File: src/rtl/spiflt_pkg.sv
/*
  Constants, register map and state type of the serial shift unit.
  Assumes nothing; shared by the top module and the bench.
*/
package spiflt_pkg;
  localparam int ADDR_W = 8;
  // Printed offsets are register indices; byte address is four times each
  localparam int IDX_CONTROL = 32'h0000_0010;
  localparam int IDX_STATUS = 32'h0000_0011;
  localparam int IDX_DATA = 32'h0000_0012;
  localparam logic [ADDR_W-1:0] ADDR_CONTROL = ADDR_W'(IDX_CONTROL * 4);
  localparam logic [ADDR_W-1:0] ADDR_STATUS = ADDR_W'(IDX_STATUS * 4);
  localparam logic [ADDR_W-1:0] ADDR_DATA = ADDR_W'(IDX_DATA * 4);
  // Control register fields
  localparam int CTL_RX_IRQ_EN = 0;
  localparam int CTL_MASTER = 1;
  localparam int CTL_POLARITY = 2;
  localparam int CTL_PHASE = 3;
  localparam int CTL_ENABLE = 4;
  localparam logic [7:0] CTL_RESET = 8'h08;
  // Status and control register fields
  localparam int ST_RATE_LO = 0;
  localparam int ST_MF_CHECK_EN = 2;
  localparam int ST_MODE_FAULT = 4;
  localparam int ST_OVERFLOW = 5;
  localparam int ST_ERR_IRQ_EN = 6;
  localparam int ST_RX_FULL = 7;
  localparam logic [7:0] STAT_RESET = 8'h00;
  localparam logic [7:0] DATA_RESET = 8'h00;
  // Half bit time in bus cycles per rate setting; a bit time is twice this
  localparam logic [6:0] HALF_DIV2 = 7'h01;
  localparam logic [6:0] HALF_DIV8 = 7'h04;
  localparam logic [6:0] HALF_DIV32 = 7'h10;
  localparam logic [6:0] HALF_RATE_DIVIDE_MAX = 7'h40;
  localparam logic [3:0] HALVES_PER_BYTE = 4'h0;
  localparam logic [3:0] LAST_CAPTURE = 4'h7;
  localparam logic [1:0] RESP_OKAY = 2'h0;
  localparam logic [1:0] RESP_SLVERR = 2'h2;
  typedef enum logic [1:0] {XF_IDLE, XF_BUSY, XF_WAIT_DESEL} spiflt_xfer_e;
endpackage : spiflt_pkg

File: src/rtl/spiflt_sync.sv
/*
  Two-flop synchroniser for pin inputs, one lane per bit.
  Assumes inputs are asynchronous to aclk; output is only the second flop.
*/
`timescale 1ns/1ps
module spiflt_sync #(
  parameter int W = 4,
  parameter logic [W-1:0] RESET_VAL = '0
) (
  input wire logic aclk,
  input wire logic aresetn,
  input wire logic ce,
  input wire logic [W-1:0] din,
  output logic [W-1:0] dout
);
  genvar i;
  generate
    for (i = 0; i < W; i++) begin : g_lane
      logic meta;
      always_ff @(posedge aclk) begin
        if (!aresetn) begin
          meta <= RESET_VAL[i];
          dout[i] <= RESET_VAL[i];
        end else if (ce) begin
          meta <= din[i];
          dout[i] <= meta;
        end
      end
    end
  endgenerate
endmodule : spiflt_sync

File: src/rtl/spiflt_top.sv
/*
  Serial shift unit, master and slave, with AXI4-Lite register access,
  both clock phase formats, start latency and overflow / mode fault flags.
  Assumes pin inputs are asynchronous and the bench resolves the wires.
*/
// Behaviour
// - Phase 0: ss fall starts, MSB first captured
// - Slave drives miso only while selected
// - Phase 1: first clock edge starts, drives data
// - Phase 1: ss may stay low across bytes
// - Master starts only on data write
// - Phase 0 idle first half; phase 1 edge
// - Divider free-runs only when enabled and master
// - Clock edges placed on bus clock grid
// - Start delay at most one bit time
// - Overflow set at first capture when full
// - Overflow keeps old byte, drops new one
// - Overflow raises error interrupt when enabled
// - One shared error enable; check enable gates
// - Mode fault settable only with check enable
// - Mode fault interrupt shares one request line
// - Mode fault flags ss level conflict
// - No receive full while overflow pending
// - Receive full clears: status then data read
// - Mode fault clears: status read, control write
// - Slave fault when ss rises mid transfer
`timescale 1ns/1ps
module spiflt_top (
  input wire logic aclk,
  input wire logic aresetn,
  input wire logic ce,
  input wire logic [spiflt_pkg::ADDR_W-1:0] s_axi_awaddr,
  input wire logic s_axi_awvalid,
  output logic s_axi_awready,
  input wire logic [31:0] s_axi_wdata,
  input wire logic [3:0] s_axi_wstrb,
  input wire logic s_axi_wvalid,
  output logic s_axi_wready,
  output logic [1:0] s_axi_bresp,
  output logic s_axi_bvalid,
  input wire logic s_axi_bready,
  input wire logic [spiflt_pkg::ADDR_W-1:0] s_axi_araddr,
  input wire logic s_axi_arvalid,
  output logic s_axi_arready,
  output logic [31:0] s_axi_rdata,
  output logic [1:0] s_axi_rresp,
  output logic s_axi_rvalid,
  input wire logic s_axi_rready,
  input wire logic serial_clock_pin_i,
  output logic serial_clock_pin_o,
  output logic serial_clock_pin_oe,
  input wire logic mosi_i,
  output logic mosi_o,
  output logic mosi_oe,
  input wire logic miso_i,
  output logic miso_o,
  output logic miso_oe,
  input wire logic ss_n_i,
  output logic rx_err_irq
);
  logic rx_irq_en, master_select, clock_polarity_select, clock_phase_select, module_enable_bit;
  logic [1:0] rate_select;
  logic mode_fault_check_enable, error_irq_enable;
  logic receive_full_flag, overflow_flag, mode_fault_flag;
  logic rxf_arm, ovf_arm, mode_fault_flag_arm;
  logic [7:0] rx_data, tx_buf, sh, next_sh;
  logic tx_pending, cap_bit;
  logic [3:0] cnt;
  logic [6:0] presc, half;
  spiflt_pkg::spiflt_xfer_e xf;
  logic sck_s, mosi_s, miso_s, ss_n_s, sck_d, ss_n_d;
  logic aw_got, w_got;
  logic [spiflt_pkg::ADDR_W-1:0] aw_addr;
  logic [7:0] w_data;
  logic w_lane0;

  spiflt_sync #(.W(4), .RESET_VAL(4'h8)) u_sync (
    .aclk(aclk),
    .aresetn(aresetn),
    .ce(ce),
    .din({ss_n_i, miso_i, mosi_i, serial_clock_pin_i}),
    .dout({ss_n_s, miso_s, mosi_s, sck_s})
  );

  always_ff @(posedge aclk) begin
    if (!aresetn) begin
      sck_d <= 1'b0;
      ss_n_d <= 1'b1;
    end else if (ce) begin
      sck_d <= sck_s;
      ss_n_d <= ss_n_s;
    end
  end

  // Master clock divider and transfer events
  logic clk_run, tick, m_mode, slv, m_start, m_step, m_cap, m_shf, m_done;
  logic [3:0] cnt_next;
  logic sck_lead, sck_trail, ss_fall, s_start, s_cap, s_shf, s_done;
  logic start, cap, shf, done, first_cap, in_bit, mode_fault_flag_cond;
  logic [7:0] rx_byte;
  logic [1:0] mcap_d, mdone_d;
  logic [7:0] mrx, rx_val;
  logic rx_done;
  always_comb begin
    unique case (rate_select)
      2'h0: half = spiflt_pkg::HALF_DIV2;
      2'h1: half = spiflt_pkg::HALF_DIV8;
      2'h2: half = spiflt_pkg::HALF_DIV32;
      2'h3: half = spiflt_pkg::HALF_RATE_DIVIDE_MAX;
    endcase
  end
  assign m_mode = module_enable_bit && master_select;
  assign slv = module_enable_bit && !master_select;
  assign clk_run = m_mode;
  assign tick = clk_run && (presc == half - 7'h01);
  assign cnt_next = cnt + 4'h1;
  assign m_start = tick && xf == spiflt_pkg::XF_IDLE && tx_pending;
  assign m_step = tick && xf == spiflt_pkg::XF_BUSY;
  assign m_done = m_step && cnt_next == spiflt_pkg::HALVES_PER_BYTE;
  assign m_cap = m_step && cnt_next[0];
  assign m_shf = m_step && !cnt_next[0] && !m_done;
  assign sck_lead = sck_s != sck_d && sck_s == !clock_polarity_select;
  assign sck_trail = sck_s != sck_d && sck_s == clock_polarity_select;
  assign ss_fall = ss_n_d && !ss_n_s;
  // Slave ignores the clock while deselected
  assign s_start = slv && xf == spiflt_pkg::XF_IDLE && !ss_n_s &&
                   (clock_phase_select ? sck_lead : ss_fall);
  assign s_cap = slv && xf == spiflt_pkg::XF_BUSY && !ss_n_s &&
                 (clock_phase_select ? sck_trail : sck_lead);
  assign s_shf = slv && xf == spiflt_pkg::XF_BUSY && !ss_n_s &&
                 (clock_phase_select ? sck_lead : sck_trail);
  assign s_done = s_cap && cnt == spiflt_pkg::LAST_CAPTURE;
  assign start = m_start || s_start;
  assign cap = m_cap || s_cap;
  assign shf = m_shf || s_shf;
  assign done = m_done || s_done;
  assign first_cap = (m_cap && cnt_next == 4'h1) || (s_cap && cnt == 4'h0);
  assign in_bit = master_select ? miso_s : mosi_s;
  assign rx_byte = {sh[6:0], in_bit};
  assign rx_done = mdone_d[1] || s_done;
  assign rx_val = mdone_d[1] ? mrx : rx_byte;
  assign mode_fault_flag_cond = mode_fault_check_enable && ((m_mode && !ss_n_s) ||
                     (slv && xf == spiflt_pkg::XF_BUSY && ss_n_s));

  always_comb begin
    next_sh = sh;
    if (start) begin
      next_sh = tx_pending ? tx_buf : sh;
    end else if (done) begin
      next_sh = rx_byte;
    end else if (shf) begin
      next_sh = {sh[6:0], cap_bit};
    end
  end

  always_ff @(posedge aclk) begin
    if (!aresetn) begin
      presc <= 7'h00;
    end else if (ce) begin
      if (!clk_run || tick) begin
        presc <= 7'h00;
      end else begin
        presc <= presc + 7'h01;
      end
    end
  end

  // Master reads miso two cycles late to cover the synchroniser; divide-by-2 needs it
  always_ff @(posedge aclk) begin
    if (!aresetn) begin
      mcap_d <= 2'h0;
      mdone_d <= 2'h0;
      mrx <= 8'h00;
    end else if (ce) begin
      mcap_d <= {mcap_d[0], m_cap};
      mdone_d <= {mdone_d[0], m_done};
      if (mcap_d[1]) begin
        mrx <= {mrx[6:0], miso_s};
      end
    end
  end

  // Transfer sequencing and shifter
  always_ff @(posedge aclk) begin
    if (!aresetn) begin
      xf <= spiflt_pkg::XF_IDLE;
      cnt <= 4'h0;
      sh <= spiflt_pkg::DATA_RESET;
      cap_bit <= 1'b0;
    end else if (ce) begin
      sh <= next_sh;
      if (cap) begin
        cap_bit <= in_bit;
      end
      if (!module_enable_bit || mode_fault_flag_cond) begin
        xf <= spiflt_pkg::XF_IDLE;
      end else begin
        unique case (xf)
          spiflt_pkg::XF_IDLE: begin
            if (start) begin
              xf <= spiflt_pkg::XF_BUSY;
              cnt <= 4'h0;
            end
          end
          spiflt_pkg::XF_BUSY: begin
            if (m_step) begin
              cnt <= cnt_next;
            end else if (s_cap) begin
              cnt <= cnt_next;
            end
            if (m_done || (s_done && clock_phase_select)) begin
              xf <= spiflt_pkg::XF_IDLE;
            end else if (s_done) begin
              xf <= spiflt_pkg::XF_WAIT_DESEL;
            end
          end
          spiflt_pkg::XF_WAIT_DESEL: begin
            if (ss_n_s) begin
              xf <= spiflt_pkg::XF_IDLE;
            end
          end
        endcase
      end
    end
  end

  // Pin drivers
  always_ff @(posedge aclk) begin
    if (!aresetn) begin
      serial_clock_pin_o <= 1'b0;
      serial_clock_pin_oe <= 1'b0;
      mosi_o <= 1'b0;
      mosi_oe <= 1'b0;
      miso_o <= 1'b0;
      miso_oe <= 1'b0;
    end else if (ce) begin
      serial_clock_pin_oe <= m_mode;
      mosi_oe <= m_mode;
      miso_oe <= slv && !ss_n_s;
      mosi_o <= next_sh[7];
      miso_o <= next_sh[7];
      if (!m_mode || mode_fault_flag_cond || m_done) begin
        serial_clock_pin_o <= clock_polarity_select;
      end else if (m_start) begin
        serial_clock_pin_o <= clock_phase_select ^ clock_polarity_select;
      end else if (m_step) begin
        serial_clock_pin_o <= (cnt_next[0] ^ clock_phase_select) ^ clock_polarity_select;
      end
    end
  end

  // AXI4-Lite slave, one write and one read at a time
  logic do_wr, do_rd, wr_ok, rd_ok;
  logic [7:0] rd_val;
  assign do_wr = aw_got && w_got && !s_axi_bvalid;
  assign do_rd = s_axi_arvalid && s_axi_arready;
  assign wr_ok = aw_addr == spiflt_pkg::ADDR_CONTROL || aw_addr == spiflt_pkg::ADDR_STATUS ||
                 aw_addr == spiflt_pkg::ADDR_DATA;
  assign rd_ok = s_axi_araddr == spiflt_pkg::ADDR_CONTROL ||
                 s_axi_araddr == spiflt_pkg::ADDR_STATUS || s_axi_araddr == spiflt_pkg::ADDR_DATA;
  always_comb begin
    rd_val = 8'h00;
    if (s_axi_araddr == spiflt_pkg::ADDR_CONTROL) begin
      rd_val = {3'h0, module_enable_bit, clock_phase_select, clock_polarity_select,
                master_select, rx_irq_en};
    end else if (s_axi_araddr == spiflt_pkg::ADDR_STATUS) begin
      rd_val = {receive_full_flag, error_irq_enable, overflow_flag, mode_fault_flag, 1'b0,
                mode_fault_check_enable, rate_select};
    end else if (s_axi_araddr == spiflt_pkg::ADDR_DATA) begin
      rd_val = rx_data;
    end
  end

  always_ff @(posedge aclk) begin
    if (!aresetn) begin
      aw_got <= 1'b0;
      w_got <= 1'b0;
      aw_addr <= '0;
      w_data <= 8'h00;
      w_lane0 <= 1'b0;
      s_axi_awready <= 1'b1;
      s_axi_wready <= 1'b1;
      s_axi_bvalid <= 1'b0;
      s_axi_bresp <= spiflt_pkg::RESP_OKAY;
      s_axi_arready <= 1'b1;
      s_axi_rvalid <= 1'b0;
      s_axi_rdata <= 32'h0000_0000;
      s_axi_rresp <= spiflt_pkg::RESP_OKAY;
    end else if (ce) begin
      if (s_axi_awvalid && s_axi_awready) begin
        aw_got <= 1'b1;
        aw_addr <= s_axi_awaddr;
        s_axi_awready <= 1'b0;
      end
      if (s_axi_wvalid && s_axi_wready) begin
        w_got <= 1'b1;
        w_data <= s_axi_wdata[7:0];
        w_lane0 <= s_axi_wstrb[0];
        s_axi_wready <= 1'b0;
      end
      if (do_wr) begin
        s_axi_bvalid <= 1'b1;
        s_axi_bresp <= wr_ok ? spiflt_pkg::RESP_OKAY : spiflt_pkg::RESP_SLVERR;
        aw_got <= 1'b0;
        w_got <= 1'b0;
      end
      if (s_axi_bvalid && s_axi_bready) begin
        s_axi_bvalid <= 1'b0;
        s_axi_awready <= 1'b1;
        s_axi_wready <= 1'b1;
      end
      if (do_rd) begin
        s_axi_arready <= 1'b0;
        s_axi_rvalid <= 1'b1;
        s_axi_rdata <= {24'h00_0000, rd_val};
        s_axi_rresp <= rd_ok ? spiflt_pkg::RESP_OKAY : spiflt_pkg::RESP_SLVERR;
      end
      if (s_axi_rvalid && s_axi_rready) begin
        s_axi_rvalid <= 1'b0;
        s_axi_arready <= 1'b1;
      end
    end
  end

  logic wr_ctl, wr_st, wr_dat, rd_st, rd_dat;
  assign wr_ctl = do_wr && w_lane0 && aw_addr == spiflt_pkg::ADDR_CONTROL;
  assign wr_st = do_wr && w_lane0 && aw_addr == spiflt_pkg::ADDR_STATUS;
  assign wr_dat = do_wr && w_lane0 && aw_addr == spiflt_pkg::ADDR_DATA;
  assign rd_st = do_rd && s_axi_araddr == spiflt_pkg::ADDR_STATUS;
  assign rd_dat = do_rd && s_axi_araddr == spiflt_pkg::ADDR_DATA;

  // Control fields; a master mode fault drops the enable
  always_ff @(posedge aclk) begin
    if (!aresetn) begin
      {module_enable_bit, clock_phase_select, clock_polarity_select, master_select,
       rx_irq_en} <= spiflt_pkg::CTL_RESET[4:0];
      error_irq_enable <= spiflt_pkg::STAT_RESET[spiflt_pkg::ST_ERR_IRQ_EN];
      mode_fault_check_enable <= spiflt_pkg::STAT_RESET[spiflt_pkg::ST_MF_CHECK_EN];
      rate_select <= spiflt_pkg::STAT_RESET[1:0];
    end else if (ce) begin
      if (wr_ctl) begin
        rx_irq_en <= w_data[spiflt_pkg::CTL_RX_IRQ_EN];
        master_select <= w_data[spiflt_pkg::CTL_MASTER];
        clock_polarity_select <= w_data[spiflt_pkg::CTL_POLARITY];
        clock_phase_select <= w_data[spiflt_pkg::CTL_PHASE];
        module_enable_bit <= w_data[spiflt_pkg::CTL_ENABLE];
      end
      if (mode_fault_flag_cond && master_select) begin
        module_enable_bit <= 1'b0;
      end
      if (wr_st) begin
        error_irq_enable <= w_data[spiflt_pkg::ST_ERR_IRQ_EN];
        mode_fault_check_enable <= w_data[spiflt_pkg::ST_MF_CHECK_EN];
        rate_select <= w_data[spiflt_pkg::ST_RATE_LO +: 2];
      end
    end
  end

  // Transmit buffer; a write landing on a start stays pending
  always_ff @(posedge aclk) begin
    if (!aresetn) begin
      tx_buf <= spiflt_pkg::DATA_RESET;
      tx_pending <= 1'b0;
    end else if (ce) begin
      if (start || (mode_fault_flag_cond && master_select)) begin
        tx_pending <= 1'b0;
      end
      if (wr_dat) begin
        tx_buf <= w_data;
        tx_pending <= 1'b1;
      end
    end
  end

  // Flags: hardware set wins over a software clear in the same cycle
  always_ff @(posedge aclk) begin
    if (!aresetn) begin
      receive_full_flag <= 1'b0;
      overflow_flag <= 1'b0;
      mode_fault_flag <= 1'b0;
      rxf_arm <= 1'b0;
      ovf_arm <= 1'b0;
      mode_fault_flag_arm <= 1'b0;
      rx_data <= spiflt_pkg::DATA_RESET;
    end else if (ce) begin
      if (rd_st) begin
        rxf_arm <= receive_full_flag;
        ovf_arm <= overflow_flag;
        mode_fault_flag_arm <= mode_fault_flag;
      end
      if (rd_dat && rxf_arm) begin
        receive_full_flag <= 1'b0;
        rxf_arm <= 1'b0;
      end
      if (rd_dat && ovf_arm) begin
        overflow_flag <= 1'b0;
        ovf_arm <= 1'b0;
      end
      if (wr_ctl && mode_fault_flag_arm && !mode_fault_flag_cond) begin
        mode_fault_flag <= 1'b0;
        mode_fault_flag_arm <= 1'b0;
      end
      if (mode_fault_flag_cond) begin
        mode_fault_flag <= 1'b1;
        mode_fault_flag_arm <= 1'b0;
      end
      if (first_cap && receive_full_flag) begin
        overflow_flag <= 1'b1;
      end
      if (rx_done && !receive_full_flag && !overflow_flag) begin
        rx_data <= rx_val;
        receive_full_flag <= 1'b1;
      end
    end
  end

  always_ff @(posedge aclk) begin
    if (!aresetn) begin
      rx_err_irq <= 1'b0;
    end else if (ce) begin
      rx_err_irq <= (receive_full_flag && rx_irq_en && module_enable_bit) ||
                    (error_irq_enable && (overflow_flag || mode_fault_flag));
    end
  end

  // Helper: cycles a master write waits before its transfer starts
  logic [7:0] wait_cnt;
  always_ff @(posedge aclk) begin
    if (!aresetn) begin
      wait_cnt <= 8'h00;
    end else if (ce) begin
      wait_cnt <= (tx_pending && m_mode && xf == spiflt_pkg::XF_IDLE && !start) ?
                  wait_cnt + 8'h01 : 8'h00;
    end
  end

  AST_MISO_SELECT: assert property (@(posedge aclk) disable iff (!aresetn)
    miso_oe |-> !master_select && !$past(ss_n_s)) else $error("miso driven while deselected");
  AST_START_DELAY: assert property (@(posedge aclk) disable iff (!aresetn)
    wait_cnt <= {half, 1'b0}) else $error("master start later than one bit time");
  AST_PHASE0_IDLE: assert property (@(posedge aclk) disable iff (!aresetn)
    ce && m_start && !clock_phase_select |=> serial_clock_pin_o == clock_polarity_select)
    else $error("phase 0 clock left idle too early");
  AST_PHASE1_EDGE: assert property (@(posedge aclk) disable iff (!aresetn)
    ce && m_start && clock_phase_select |=> serial_clock_pin_o != clock_polarity_select)
    else $error("phase 1 missing opening edge");
  AST_OVF_KEEP: assert property (@(posedge aclk) disable iff (!aresetn)
    ce && rx_done && overflow_flag |=> rx_data == $past(rx_data)) else $error("byte lost order");
  AST_ERR_IRQ: assert property (@(posedge aclk) disable iff (!aresetn)
    ce && error_irq_enable && (overflow_flag || mode_fault_flag) |=> rx_err_irq)
    else $error("error interrupt missing");
  AST_MODE_FAULT_FLAG_GATE: assert property (@(posedge aclk) disable iff (!aresetn)
    !mode_fault_check_enable && !mode_fault_flag |=> !mode_fault_flag)
    else $error("mode fault set while check disabled");
  AST_RXF_HOLD: assert property (@(posedge aclk) disable iff (!aresetn)
    overflow_flag && !receive_full_flag |=> !receive_full_flag)
    else $error("receive full set during overflow");
  AST_SLAVE_FAULT: assert property (@(posedge aclk) disable iff (!aresetn)
    ce && slv && xf == spiflt_pkg::XF_BUSY && ss_n_s && mode_fault_check_enable
    |=> mode_fault_flag) else $error("slave deselect fault missed");
  AST_CLK_GATE: assert property (@(posedge aclk) disable iff (!aresetn)
    !m_mode |-> !tick && serial_clock_pin_oe == $past(serial_clock_pin_oe) || !$past(ce) ||
    !serial_clock_pin_oe) else $error("divider ran while not master");
  AST_WRITE_START: assert property (@(posedge aclk) disable iff (!aresetn)
    m_start |-> tx_pending) else $error("master start without data write");
  COV_OVERFLOW: cover property (@(posedge aclk) disable iff (!aresetn) $rose(overflow_flag));
  COV_MODE_FAULT_FLAG: cover property (@(posedge aclk) disable iff (!aresetn) $rose(mode_fault_flag));
  COV_MASTER_DONE: cover property (@(posedge aclk) disable iff (!aresetn) ce && m_done);
  COV_SLAVE_DONE: cover property (@(posedge aclk) disable iff (!aresetn) ce && s_done);
endmodule : spiflt_top
File: config.mk
export PLATFORM = sky130hd
export DESIGN_NAME = spiflt_top
export DESIGN_NICKNAME = d
export VERILOG_FILES = /design/src/rtl/spiflt_pkg.sv /design/src/rtl/spiflt_sync.sv /design/src/rtl/spiflt_top.sv
export SDC_FILE = /design/constraint.sdc
export NUM_CORES = 1
export LEC_CHECK = 0
export BUFFER_PORTS_ARGS = -buffer_cell sky130_fd_sc_hd__buf_2
export CAP_MARGIN = 20
export CORE_MARGIN = 2
export CORE_UTILIZATION = 55
export DETAILED_ROUTE_END_ITERATION = 8
export HOLD_SLACK_MARGIN = 0.08
export PLACE_DENSITY = 0.83
export SLEW_MARGIN = 20
export SYNTH_ARGS = -nofsm -noshare
export SYNTH_HDL_FRONTEND = slang
export SYNTH_HIERARCHICAL = 1
export SYNTH_SLANG_ARGS = --single-unit
File: constraint.sdc
create_clock -name aclk -period 3.2 [get_ports aclk]
set_clock_uncertainty 0.2 [all_clocks]
set_input_delay 0.32 -clock aclk [delete_from_list [all_inputs] [get_ports aclk]]
set_output_delay 0.32 -clock aclk [all_outputs]
set_load 0.01 [all_outputs]
==> impl_metrics.toml <==
[status]
status = "complete, no violations"

[clock_network]
clk_pin_slew_worst_paths_ns = 0.06
post_cts_resized = 0
htreeDepth = 4
cts_buffer_depth = 2
clkSinkCount = 114
cts-root-buf = "clkbuf_8"
cts_tree = "yes"
cts-buffers-inserted = 17
clkLatencyLatePin_ns = 0.51

[detailed_routing]
wl_per_cell_um = 15.7
viasPerCell = 5.73
drc_errors = 0
vias = 5050
drt-total-wl_um = 13800
ant_nets = 0
drt-initial-drc-count = 359
drtPass1Iterations = 5

[pwr]
clock_power_share_pct = 50.2
p_switching_w = 0.000836
power.share.sequential_pct = 43.8
leakage_nw = 2.63
p_int_w = 0.00251
ir_drop_uv = 282
switching_share_pct = 25.0
combPwrFrac_pct = 5.9
pwr_density_cell_nw_per_um2 = 500

[min_path]
hp-class = "input port to register"

[critical_path]
crit_type = "register to register"
arrival_ns = 2.99
path_max_fanout = 16
start_kind = "register"
cp_slowest_stage_delay_ns = 0.51
crit_family = "compound AO/OA/AOI/OAI gates"
crit_chain = "or2_1 > or4_1 > a2111o_1 > a41oi_4 > nor2_1 > a211oi_1"
cpMaxStageDelayCell = "or4_1"
cp.required_ns = 3.41
critPathCaptureType = "register"
worst-path-buf-inv = 0

[cells_and_area]
diodes = 0
area_delta_synth_final_pct = 20.8
drive_above_1_share_pct = 15.9
final_cell_mix = "dfxtp_1, nand2_1, nor2_1, buf_2, mux2i_1"
fin_nets = 806
final_common_cell = "dfxtp_1"

[place]
place_congestion = 0.874
hpwl_um = 9050
io_buffers = 58

[flow_run]
maxCapViolCount = 0

[synth]
synth_flop_cell = "dfxtp_1"
synth_warnings = 6
synthArstFlopShare_pct = 0
synth_top_area_share_pct = 41.2
netlist_instances = 651
ys_top_cells_by_area = "dfxtp_1, mux2i_1, nand2_1, nor2_1, a21oi_1"
synth_edf_count = 0
yosys.area.top_type = "dfxtp_1"
synth-seq-cells = 114
yosysUniqueCellTypes = 68
avgSynthCellArea_um2 = 8.50
syn-cell-area_um2 = 5530
ys_seq_area_share_pct = 41.2

[sta]
tightest_slew_ns = 0.855
setup-violations-final = 0
relSlewSlack_pct = 42.8
finalMaxSlewViolations = 0
period_minus_slack_ns = 2.77
hold_viol = 0
min_period_over_period_pct = 86.6
tns_ns = 0
whs_ns = 0.130
rsz0062_at_grt = "no"
fmax_mhz = 361

[floorplanning]
core_area_um2 = 9770
die_h_um = 104
rows = 36
ios = 112
die_w_um = 104
die_area_um2 = 10900
initial_utilization_pct = 56.6

[global_routing]
grt_pass1_wl_um = 23200
grt_pass1_vias = 4926
gr-usage-all-layers_pct = 26.1
overflow = 0
grt_max_degree = 50
grt_antenna_before_repair = 0
[registers in the layout, indices dropped and copies added (netlist names), 4 cells and up]
name,count
tx_buf,8
sh,8
cnt,4
presc,7
w_data,8
rx_data,8
u_sync/g_lane.meta,4
mrx,8
u_sync/dout,4
s_axi_rdata,8
aw_addr,8
[repair_timing]
action | CTS | global route
setup endpoints to repair | 0 | 0
hold buffers | 34 | 0
setup buffers | 0 | 0
hold endpoints to repair | 33 | 0
[final cells by class]
class / count / area, um^2
clock buffer: 18 / 428
inverter: 13 / 48.8
timing repair buffer: 103 / 726
fill: 754 / 3090
clock inverter: 14 / 105
multi-input combinational: 486 / 2930
tap: 133 / 166
sequential: 114 / 2280
[synthesized netlist by cell type (3+ instances only)]
library cell,n
nand2b_1,4
nor3_1,9
nand4_1,4
and3_1,6
nor2b_1,8
a21o_1,4
xor2_1,6
nor3b_1,4
nand2_1,88
buf_4,30
o211ai_1,5
a22oi_1,6
xnor2_1,3
nand3_1,29
buf_1,4
clkbuf_1,23
a221oi_1,3
dfxtp_1,114
nor4_1,3
a21oi_1,49
buf_2,4
nand3b_1,4
a211oi_1,17
ha_1,7
a31o_2,3
mux2i_1,55
nor2_1,67
a31oi_1,6
inv_1,12
o21ai_0,26
[final timing paths]
| check | cells after the start | endpoint | start | slack [ns] |
|---|---|---|---|---|
| min reg2reg | 2 | aw_addr[5] | aw_addr[5] | 0.25 |
| max reg2reg | 6 | sh[3] | presc[4] | 0.43 |
| min | 5 | rxf_arm | s_axi_araddr[4] | 0.13 |
| max | 6 | sh[3] | presc[4] | 0.43 |
[power groups by stage]
stage / clock [W] / combinational [W] / sequential [W]
3_3_place_gp: 0 / 0.000155 / 0.00149
5_1_grt: 0.00177 / 0.000218 / 0.00147
4_1_cts: 0.00169 / 0.000193 / 0.00147
3_5_place_dp: 0 / 0.000160 / 0.00150
6_report: 0.00168 / 0.000199 / 0.00147
2_1_floorplan: 0 / 0.000126 / 0.00149
[per-layer routing]
| metal | track usage (%) | wire length, um |
|---|---|---|
| met1 | 30.9 | 5680 |
| met2 | 45.3 | 6860 |
| met3 | 6.20 | 989 |
| met4 | 10.4 | 289 |
| met5 | 0 | 0 |
[through the flow]
stage	setup slack [ns]	cells	cell area (um^2)	utilization (%)	power [W]
2_1_floorplan	0.732	676	5630	-	0.00162
3_3_place_gp	0.564	815	5810	59.4	0.00165
3_5_place_dp	0.429	815	5810	59.4	0.00165
4_1_cts	0.411	881	6680	68.4	0.00335
5_1_grt	0.249	881	6680	68.4	0.00346
6_report	0.428	881	6680	68.4	0.00334
[worst min-delay path, cell delays in order]
cell	delay, ns
buf_2	0.07
nor2_1	0.05
nand3_1	0.12
o21ai_0	0.09
a21oi_1	0.14
[cell families after synthesis]
family / share of synthesized area (%)
AND/OR/NAND/NOR: 21.2
AO/OA/AOI/OAI: 16.5
flip-flops: 41.2
buffers and inverters: 7.55
multiplexers: 10.4
XOR/XNOR: 1.42
adder cells (fa/ha/maj): 1.58
other: 0.0678
(Power assumes the default switching activity.)
